## src/rtl/irupkg.sv

```systemverilog
package irup_pkg;

  // ----------------------------------------------------------------
  // Widths
  // ----------------------------------------------------------------
  localparam int PC_W       = 16;
  localparam int WORD_W     = 16;
  localparam int ACC_W      = 32;
  localparam int STACK_D    = 8;
  localparam int STACK_AW   = 3;

  // ----------------------------------------------------------------
  // Field positions
  // ----------------------------------------------------------------
  localparam int GIM_POS    = 11;
  localparam int FLAG_POS   = 12;

  // ----------------------------------------------------------------
  // Reset values
  // ----------------------------------------------------------------
  localparam logic [PC_W-1:0]   PC_RST    = 16'h0000;
  localparam logic [WORD_W-1:0] WORD_RST  = 16'h0000;
  localparam logic [ACC_W-1:0]  ACC_RST   = 32'h00000000;
  localparam logic [WORD_W-1:0] STATUS0_RST = 16'h0800;

  // ----------------------------------------------------------------
  // Timing counts
  // ----------------------------------------------------------------
  localparam logic [2:0] SLOT_WORDS   = 3'h2;
  localparam logic [2:0] RET_CYCLES   = 3'h4;

  typedef enum logic [1:0] {
    CMD_NONE,
    CMD_COND_RET,
    CMD_RET_EN,
    CMD_RET_INT
  } irup_cmd_t;

endpackage : irup_pkg

```

## src/rtl/irup_unit.sv

```systemverilog
`timescale 1ns/1ps

module irup_unit (
  input  wire logic                          CLOCK_I,
  input  wire logic                          RST_I,
  input  wire logic                          CE_I,
  input  wire logic                          ISSUE_I,
  input  wire irup_pkg::irup_cmd_t           CMD_I,
  input  wire logic                          USE_CARRY_I,
  input  wire logic                          CARRY_I,
  input  wire logic                          SLOT_EXEC_I,
  input  wire logic                          PUSH_I,
  input  wire logic [irup_pkg::PC_W-1:0]     PUSH_VAL_I,
  input  wire logic                          INT_ENTRY_I,
  input  wire logic                          WR_EN_I,
  input  wire logic [irup_pkg::ACC_W-1:0]    ACC_I,
  input  wire logic [irup_pkg::ACC_W-1:0]    ACC_BUF_I,
  input  wire logic [irup_pkg::ACC_W-1:0]    PRODUCT_I,
  input  wire logic [irup_pkg::WORD_W-1:0]   STATUS0_I,
  input  wire logic [irup_pkg::WORD_W-1:0]   STATUS1_I,
  input  wire logic [irup_pkg::WORD_W-1:0]   MODE_I,
  input  wire logic [irup_pkg::WORD_W-1:0]   COMPARE_I,
  input  wire logic [irup_pkg::WORD_W-1:0]   INDEX_I,
  input  wire logic [irup_pkg::WORD_W-1:0]   TEMP0_I,
  input  wire logic [irup_pkg::WORD_W-1:0]   TEMP1_I,
  input  wire logic [irup_pkg::WORD_W-1:0]   TEMP2_I,
  output logic                               BUSY_O,
  output logic                               PC_LOAD_O,
  output logic [irup_pkg::PC_W-1:0]          PC_O,
  output logic                               FLUSH_O,
  output logic [irup_pkg::PC_W-1:0]          STACK_TOP_O,
  output logic [irup_pkg::ACC_W-1:0]         ACC_O,
  output logic [irup_pkg::ACC_W-1:0]         ACC_BUF_O,
  output logic [irup_pkg::ACC_W-1:0]         PRODUCT_O,
  output logic [irup_pkg::WORD_W-1:0]        STATUS0_O,
  output logic [irup_pkg::WORD_W-1:0]        STATUS1_O,
  output logic [irup_pkg::WORD_W-1:0]        MODE_O,
  output logic [irup_pkg::WORD_W-1:0]        COMPARE_O,
  output logic [irup_pkg::WORD_W-1:0]        INDEX_O,
  output logic [irup_pkg::WORD_W-1:0]        TEMP0_O,
  output logic [irup_pkg::WORD_W-1:0]        TEMP1_O,
  output logic [irup_pkg::WORD_W-1:0]        TEMP2_O
);

  typedef enum logic [1:0] {
    IDLE,
    SLOTS,
    SPEC
  } irup_state_t;

  // ----------------------------------------------------------------
  // Storage
  // ----------------------------------------------------------------
  logic [irup_pkg::PC_W-1:0]   stack_r [irup_pkg::STACK_D];
  irup_state_t                 state_r;
  logic [2:0]                  cnt_r;
  logic                        restore_r;
  logic                        clr_mask_r;
  logic [irup_pkg::ACC_W-1:0]  sh_acc_r;
  logic [irup_pkg::ACC_W-1:0]  sh_accumulator_buffer_r;
  logic [irup_pkg::ACC_W-1:0]  sh_prod_r;
  logic [irup_pkg::WORD_W-1:0] sh_st0_r;
  logic [irup_pkg::WORD_W-1:0] sh_st1_r;
  logic [irup_pkg::WORD_W-1:0] sh_mode_r;
  logic [irup_pkg::WORD_W-1:0] sh_cmp_r;
  logic [irup_pkg::WORD_W-1:0] sh_idx_r;
  logic [irup_pkg::WORD_W-1:0] sh_t0_r;
  logic [irup_pkg::WORD_W-1:0] sh_t1_r;
  logic [irup_pkg::WORD_W-1:0] sh_t2_r;

  logic                        take;
  logic                        cond_ok;
  logic                        pop;
  logic                        pop_go;

  // ----------------------------------------------------------------
  // Decode
  // ----------------------------------------------------------------
  assign cond_ok = !USE_CARRY_I || CARRY_I;
  assign take    = CE_I && ISSUE_I && (state_r == IDLE) && (CMD_I != irup_pkg::CMD_NONE)
                   && ((CMD_I != irup_pkg::CMD_COND_RET) || cond_ok);
  // The pop and PC load happen on the last cycle of the sequence.
  assign pop     = CE_I && (state_r != IDLE) && (cnt_r == 3'h1);
  // A delayed return pops only once its second slot word has executed.
  assign pop_go  = pop && ((state_r != SLOTS) || SLOT_EXEC_I);
  assign BUSY_O  = (state_r != IDLE);
  assign STACK_TOP_O = stack_r[0];

  // ----------------------------------------------------------------
  // Sequencer
  // ----------------------------------------------------------------
  always_ff @(posedge CLOCK_I or posedge RST_I) begin
    if (RST_I) begin
      state_r    <= IDLE;
      cnt_r      <= 3'h0;
    end else if (CE_I) begin
      case (state_r)
        IDLE: begin
          if (take) begin
            if (CMD_I == irup_pkg::CMD_COND_RET) begin
              state_r <= SLOTS;
              cnt_r   <= irup_pkg::SLOT_WORDS;
            end else begin
              state_r <= SPEC;
              cnt_r   <= irup_pkg::RET_CYCLES - 3'h1;
            end
          end
        end
        SLOTS: begin
          // Only executed delay-slot words advance the count.
          if (SLOT_EXEC_I) begin
            cnt_r <= cnt_r - 3'h1;
            if (cnt_r == 3'h1) begin
              state_r <= IDLE;
            end
          end
        end
        SPEC: begin
          cnt_r <= cnt_r - 3'h1;
          if (cnt_r == 3'h1) begin
            state_r <= IDLE;
          end
        end
        default: begin
          state_r <= IDLE;
        end
      endcase
    end
  end

  // ----------------------------------------------------------------
  // Return flavour
  // ----------------------------------------------------------------
  // Latched at the take edge and held until the next return is taken.
  // Only the delayed conditional return leaves the context untouched.
  always_ff @(posedge CLOCK_I or posedge RST_I) begin
    if (RST_I) begin
      restore_r  <= 1'b0;
      clr_mask_r <= 1'b0;
    end else if (CE_I && take) begin
      restore_r  <= (CMD_I != irup_pkg::CMD_COND_RET);
      clr_mask_r <= (CMD_I == irup_pkg::CMD_RET_EN);
    end
  end

  // ----------------------------------------------------------------
  // Program counter and flush
  // ----------------------------------------------------------------
  always_ff @(posedge CLOCK_I or posedge RST_I) begin
    if (RST_I) begin
      PC_LOAD_O <= 1'b0;
      PC_O      <= irup_pkg::PC_RST;
      FLUSH_O   <= 1'b0;
    end else if (CE_I) begin
      PC_LOAD_O <= 1'b0;
      FLUSH_O   <= 1'b0;
      if (pop_go) begin
        PC_O      <= stack_r[0];
        PC_LOAD_O <= 1'b1;
        FLUSH_O   <= (state_r == SPEC);
      end
    end
  end

  // ----------------------------------------------------------------
  // Hardware stack
  // ----------------------------------------------------------------
  always_ff @(posedge CLOCK_I or posedge RST_I) begin
    if (RST_I) begin
      for (int i = 0; i < irup_pkg::STACK_D; i++) begin
        stack_r[i] <= irup_pkg::PC_RST;
      end
    end else if (CE_I) begin
      // A pop wins over a push in the same cycle.
      // The bottom level is not written, so the deepest entry is duplicated.
      if (pop_go) begin
        for (int i = 0; i < irup_pkg::STACK_D - 1; i++) begin
          stack_r[i] <= stack_r[i+1];
        end
      end else if (PUSH_I) begin
        stack_r[0] <= PUSH_VAL_I;
        for (int i = 1; i < irup_pkg::STACK_D; i++) begin
          stack_r[i] <= stack_r[i-1];
        end
      end
    end
  end

  // ----------------------------------------------------------------
  // Shadow capture at interrupt entry
  // ----------------------------------------------------------------
  always_ff @(posedge CLOCK_I or posedge RST_I) begin
    if (RST_I) begin
      sh_acc_r  <= irup_pkg::ACC_RST;
      sh_accumulator_buffer_r <= irup_pkg::ACC_RST;
      sh_prod_r <= irup_pkg::ACC_RST;
      sh_st0_r  <= irup_pkg::STATUS0_RST;
      sh_st1_r  <= irup_pkg::WORD_RST;
      sh_mode_r <= irup_pkg::WORD_RST;
      sh_cmp_r  <= irup_pkg::WORD_RST;
      sh_idx_r  <= irup_pkg::WORD_RST;
      sh_t0_r   <= irup_pkg::WORD_RST;
      sh_t1_r   <= irup_pkg::WORD_RST;
      sh_t2_r   <= irup_pkg::WORD_RST;
    end else if (CE_I && INT_ENTRY_I) begin
      sh_acc_r  <= ACC_I;
      sh_accumulator_buffer_r <= ACC_BUF_I;
      sh_prod_r <= PRODUCT_I;
      sh_st0_r  <= STATUS0_I;
      sh_st1_r  <= STATUS1_I;
      sh_mode_r <= MODE_I;
      sh_cmp_r  <= COMPARE_I;
      sh_idx_r  <= INDEX_I;
      sh_t0_r   <= TEMP0_I;
      sh_t1_r   <= TEMP1_I;
      sh_t2_r   <= TEMP2_I;
    end
  end

  // ----------------------------------------------------------------
  // Working registers
  // ----------------------------------------------------------------
  always_ff @(posedge CLOCK_I or posedge RST_I) begin
    if (RST_I) begin
      ACC_O     <= irup_pkg::ACC_RST;
      ACC_BUF_O <= irup_pkg::ACC_RST;
      PRODUCT_O <= irup_pkg::ACC_RST;
      MODE_O    <= irup_pkg::WORD_RST;
      COMPARE_O <= irup_pkg::WORD_RST;
      INDEX_O   <= irup_pkg::WORD_RST;
      TEMP0_O   <= irup_pkg::WORD_RST;
      TEMP1_O   <= irup_pkg::WORD_RST;
      TEMP2_O   <= irup_pkg::WORD_RST;
    end else if (CE_I) begin
      // Restore has priority over an ordinary core write.
      if (pop_go && restore_r) begin
        ACC_O     <= sh_acc_r;
        ACC_BUF_O <= sh_accumulator_buffer_r;
        PRODUCT_O <= sh_prod_r;
        MODE_O    <= sh_mode_r;
        COMPARE_O <= sh_cmp_r;
        INDEX_O   <= sh_idx_r;
        TEMP0_O   <= sh_t0_r;
        TEMP1_O   <= sh_t1_r;
        TEMP2_O   <= sh_t2_r;
      end else if (WR_EN_I) begin
        ACC_O     <= ACC_I;
        ACC_BUF_O <= ACC_BUF_I;
        PRODUCT_O <= PRODUCT_I;
        MODE_O    <= MODE_I;
        COMPARE_O <= COMPARE_I;
        INDEX_O   <= INDEX_I;
        TEMP0_O   <= TEMP0_I;
        TEMP1_O   <= TEMP1_I;
        TEMP2_O   <= TEMP2_I;
      end
    end
  end

  // ----------------------------------------------------------------
  // Status words
  // ----------------------------------------------------------------
  // Status word zero: on the enabling return the mask comes back cleared.
  always_ff @(posedge CLOCK_I or posedge RST_I) begin
    if (RST_I) begin
      STATUS0_O <= irup_pkg::STATUS0_RST;
    end else if (CE_I) begin
      if (pop_go && restore_r) begin
        STATUS0_O <= sh_st0_r;
        STATUS0_O[irup_pkg::GIM_POS] <= sh_st0_r[irup_pkg::GIM_POS] & ~clr_mask_r;
      end else if (WR_EN_I) begin
        STATUS0_O <= STATUS0_I;
      end
    end
  end

  // Status word one: the external flag keeps its live value across a restore.
  always_ff @(posedge CLOCK_I or posedge RST_I) begin
    if (RST_I) begin
      STATUS1_O <= irup_pkg::WORD_RST;
    end else if (CE_I) begin
      if (pop_go && restore_r) begin
        STATUS1_O <= sh_st1_r;
        STATUS1_O[irup_pkg::FLAG_POS] <= STATUS1_I[irup_pkg::FLAG_POS];
      end else if (WR_EN_I) begin
        STATUS1_O <= STATUS1_I;
      end
    end
  end

endmodule : irup_unit

```

## config.mk

```make
export PLATFORM = sky130hd
export DESIGN_NAME = irup_unit
export DESIGN_NICKNAME = d
export VERILOG_FILES = /design/src/rtl/irupkg.sv /design/src/rtl/irup_unit.sv
export SDC_FILE = /design/constraint.sdc
export NUM_CORES = 1
export LEC_CHECK = 0
export BUFFER_PORTS_ARGS = -buffer_cell sky130_fd_sc_hd__buf_4
export CORE_ASPECT_RATIO = 2
export CORE_UTILIZATION = 30
export CTS_BUF_LIST = sky130_fd_sc_hd__clkbuf_8
export CTS_CLUSTER_DIAMETER = 100
export CTS_CLUSTER_SIZE = 12
export DETAILED_ROUTE_END_ITERATION = 16
export PLACE_DENSITY_LB_ADDON = 0.08
export SLEW_MARGIN = 20
export SYNTH_ARGS = -nofsm -noshare
export SYNTH_HDL_FRONTEND = slang
export SYNTH_SLANG_ARGS = --single-unit
```

## constraint.sdc

```tcl
create_clock -name CLOCK_I -period 19.3 [get_ports CLOCK_I]
set_clock_uncertainty 0.15 [all_clocks]
set_input_delay 1.93 -clock CLOCK_I [delete_from_list [all_inputs] [get_ports CLOCK_I]]
set_output_delay 1.93 -clock CLOCK_I [all_outputs]
set_load 0.01 [all_outputs]
```

Word-level counts from Yosys, hierarchy flattened. Index checks and enable logic that the tools add are counted. W data, S select, Z words.

Reductions and logical operators: 26. Bitwise gates (word level): 3. Add/subtract/negate cells: 1. Mux-type cells: 35. Equality and inequality tests: 9.

Operators by type and width (count): $mux W16 (16); $mux W32 (6); $mux W128 (1); $mux W112 (1); $logic_and A1 B1 Y1 (10); $pmux W3 S3 (1); $mux W2 (4); $reduce_bool A2 Y1 (4); $mux W3 (2); $pmux W2 S3 (1); $reduce_and A2 Y1 (3); $reduce_and A3 Y1 (2); $eq A2 B1 Y1 const B (2); $eq A2 B2 Y1 const B (2); $ne A2 B1 Y1 const B (2); $ne A2 B2 Y1 const B (2); $reduce_and A4 Y1 (1); $eq A3 B1 Y1 const B (1); $logic_or A1 B1 Y1 (3); $mux W1 (3); $reduce_bool A3 Y1 (1); $sub A3 B1 Y3 const B (1); $logic_not A2 Y1 (1); $not A1 Y1 (2); 2 further kinds (2).

Input bits: 252. Flip-flop bits (word level): 601. Output and inout bits: 259.

Depth between registers and ports, before layout.
Word-level depth: 7. Mapped depth: 8. Depth with buffers taken out: 6.

Least setup slack after synthesis. OpenSTA, ideal clock, no wires.

Kind: input-to-reg. From: input SLOT_EXEC_I. To: register stack_r[0] in the netlist's numbering. Buffers on the path: 1. Path slack: 16.083 ns. Cell stages on the path: 4. Arrival: 2.942 ns. Library setup time: 0.125 ns. Cell sequence: nand2b_2 -> a31oi_4 -> buf_6 -> mux2_2.

Cells in the longest elaborated chain, start to end: 4.

Ends and longest elaborated chain: start, declared (line irup_unit.sv:11) `input wire logic SLOT_EXEC_I,`; $logic_or A1 B1 Y1 (line irup_unit.sv:85) `assign pop_go = pop && ((state_r != SLOTS) || SLOT_EXEC_I);`; $logic_and A1 B1 Y1 (line irup_unit.sv:85); $not A1 Y1 (no line); $reduce_and A3 Y1 (no line); end signal, assigned by index (line irup_unit.sv:171) `stack_r[i] <= irup_pkg::PC_RST;`; end signal, assigned by index (line irup_unit.sv:178) `stack_r[i] <= stack_r[i+1];`; end signal, assigned by index (line irup_unit.sv:183) `stack_r[i] <= stack_r[i-1];`; end, declared (line irup_unit.sv:54) `logic [irup_pkg::PC_W-1:0] stack_r [irup_pkg::STACK_D];`.

Every way passes these cells. A chain may end at the register's enable or synchronous reset.

==> metrics.cfg <==
[status]
status = complete, no violations

[clock_network]
cts_tree = done
clockBufferDepth = 3
holdBufCountCts = 0
post_cts_buffers = 0
cts_max_level = 2
cts.clk_slew.worst_paths_ns = 0.11
cts_buffers = 55
worstSkewPairLatency_ns = 0.71
clockRootBuffer = clkbuf_8
numClockSinks = 600
cts_resized = 0

[route]
route.met3.wl_mm = 7.892
num_vias = 19030
wl_per_cell_um = 19.79
drt_pass1_iterations = 5
wl_met1_mm = 30.71
wl_met2_mm = 35.26
ant_nets = 0
vias_per_cell = 4.976
wl_mm = 75.68
drc = 0
maxUsedRoutingLayer = met5
drt_iter0_drc = 974

[timing]
period_share = 0.2376
final-hold-violation-count = 0
fin_tns_setup_ns = 0
holdWs_ns = 0.3412
fin_ws_ns = 14.71
rsz0062_at_grt = false
timing.fmax_mhz = 218.1
relSlewSlack = 0.2680
layout_min_cycle_time_ns = 4.586
setup_viol = 0
slew_viol_final = 0
tightest_slew_ns = 1.098

[pwr]
power_density_mw_per_mm2 = 111.3
p_leak_nw = 14.65
ir_worst_vdd_mv = 0.07008

[placed_design]
io_buffers = 510
dpl_worst_slack_ns = 13.80
gp_congestion = 0.7373
hpwl_mm = 46.85

[die]
die_x_um = 209.6
die_y_um = 417.2
core-area_mm2 = 0.08558
dieArea_mm2 = 0.08746
io_pins = 511
initial_core_util = 0.3022
fp-row-count = 152

[yosys]
yosysMostFrequentCell = dfrtp_1
ys_warn_count = 0
synth-main-ff-cell = dfrtp_1
ys_seq_area_frac = 0.5806
syn_inst = 2345
synth_largest_area_cell = dfrtp_1
synth_cell_type_count = 35
synth.area.top_cells = dfrtp_1 58%, mux2_2 11%, nand2_1 6.6%
synth-async-reset-ratio = 1.000
synth_edf_count = 0
ys_seq_elements = 600
syn_avg_cell_area_um2 = 11.03
netlist_top_cells_count = 598 x dfrtp_1, 454 x nand2_1, 335 x a21oi_1
synth_fp_nets = 2603
yosysTopAreaCellShare = 0.5786
mappedNetlistArea_mm2 = 0.02586

[hold_path]
worstHoldStart = stack_r[16]
worstHoldPathCells = 1
worstHoldEndpoint = stack_r[0]
hold_class = register to register

[global_routing]
grt_pass1_wl_mm = 117.7
grt_use_total = 0.1706
grt_overflow = 0
grt_max_degree = 166
antenna_found_initial = 10
grt_pass1_vias = 19670

[critical_path]
reg2reg_depth = 8
timing.rr.end = TEMP1_O[2]
critPathLaunchType = input pin
r2r-start = state_r[0]
end_kind = async pin
crit_required_ns = 19.84
crit_fanout = 154
regToRegSetupSlack_ns = 15.69
startpoint = RST_I
critical_path_class = input pin to async pin
worstPathArrival_ns = 5.13

[finish]
n_fill_cell = 8611
nets = 2988
area_growth_syn_to_layout_pct = 19.49
drive_gt1_frac = 0.3094

[flow_run]
cap_violations = 0

-- stage by stage --
step	cells	power (mW)	instance area, µm²	utilization
floorplan	2345	2.331	25860	-
global placement	3751	2.737	30050	0.3511
detailed placement	3751	2.776	30050	0.3511
CTS	3822	3.518	30900	0.3610
global route	3825	3.671	30900	0.3611
finish	3825	3.440	30900	0.3611
-- power by group --
group          internal (mW)  switching, mW
sequential              1.60          0.224
clock                  0.266          0.441
combinational          0.470          0.443
total                   2.33           1.11
-- flip-flops by register name, summed over array words and instances (netlist names), 32 cells and up --
register and cells:
stack_r 112, sh_acc_r 32, sh_accumulator_buffer_r 32, ACC_BUF_O 32, ACC_O 32, sh_prod_r 32
PRODUCT_O 32
-- critical path: stages --
cell	delay [ns]
buf_4	0.13
inv_8	0.45
buf_4	0.86
buf_4	0.82
buf_12	0.56
-- layout make-up --
| cell class | count | area [µm²] | share of cell area |
|---|---|---|---|
| Sequential cell | 600 | 15020 | 0.4859 |
| Multi-Input combinational cell | 1532 | 9598 | 0.3106 |
| Antenna cell | 3 | 7.507 | 0.0002429 |
| Inverter | 10 | 45.04 | 0.001458 |
| Clock buffer | 57 | 784.5 | 0.02539 |
| Timing Repair Buffer | 531 | 4043 | 0.1308 |
| Tap cell | 1078 | 1349 | 0.04365 |
| Clock inverter | 14 | 60.06 | 0.001943 |
-- layer usage --
| metal | track usage | up-vias |
|---|---|---|
| li1 | - | 8877 |
| met1 | 0.2068 | 9485 |
| met2 | 0.2727 | 552 |
| met3 | 0.07560 | 105 |
| met4 | 0.04738 | 14 |
| met5 | 0 | - |
-- worst max path at each step --
stage,endpoint,cells after the start
finish,sh_acc_r[30],5
global route,STATUS1_O[7],5
floorplan,ACC_BUF_O[0],1
detailed placement,ACC_O[29],5
global placement,sh_st1_r[15],5
CTS,sh_t1_r[1],5
-- cells in the final DEF (no fill, tap or decap), types with 2 or more instances in the layout --
cell type / n
ha_1: 6
nand3b_1: 2
mux2_2: 247
diode_2: 3
nand2_4: 2
dfrtp_1: 598
buf_12: 4
inv_1: 22
buf_4: 526
nand2b_1: 3
a21oi_1: 335
nor2b_1: 2
nand2_1: 452
nor2_1: 116
a31oi_1: 224
dfstp_2: 2
mux2_1: 11
nand4_1: 2
o31ai_1: 2
inv_8: 2
clkbuf_8: 58
mux2i_1: 113
-- logic make-up after synthesis --
kind of cell | after synthesis | share of synthesized area
buffers and inverters | 213 | 0.04949
AND/OR/NAND/NOR | 587 | 0.08853
AO/OA/AOI/OAI | 568 | 0.1224
flip-flops | 600 | 0.5806
adder cells (fa/ha/maj) | 6 | 0.002903
multiplexers | 371 | 0.1561
(Power assumes the default switching activity.)
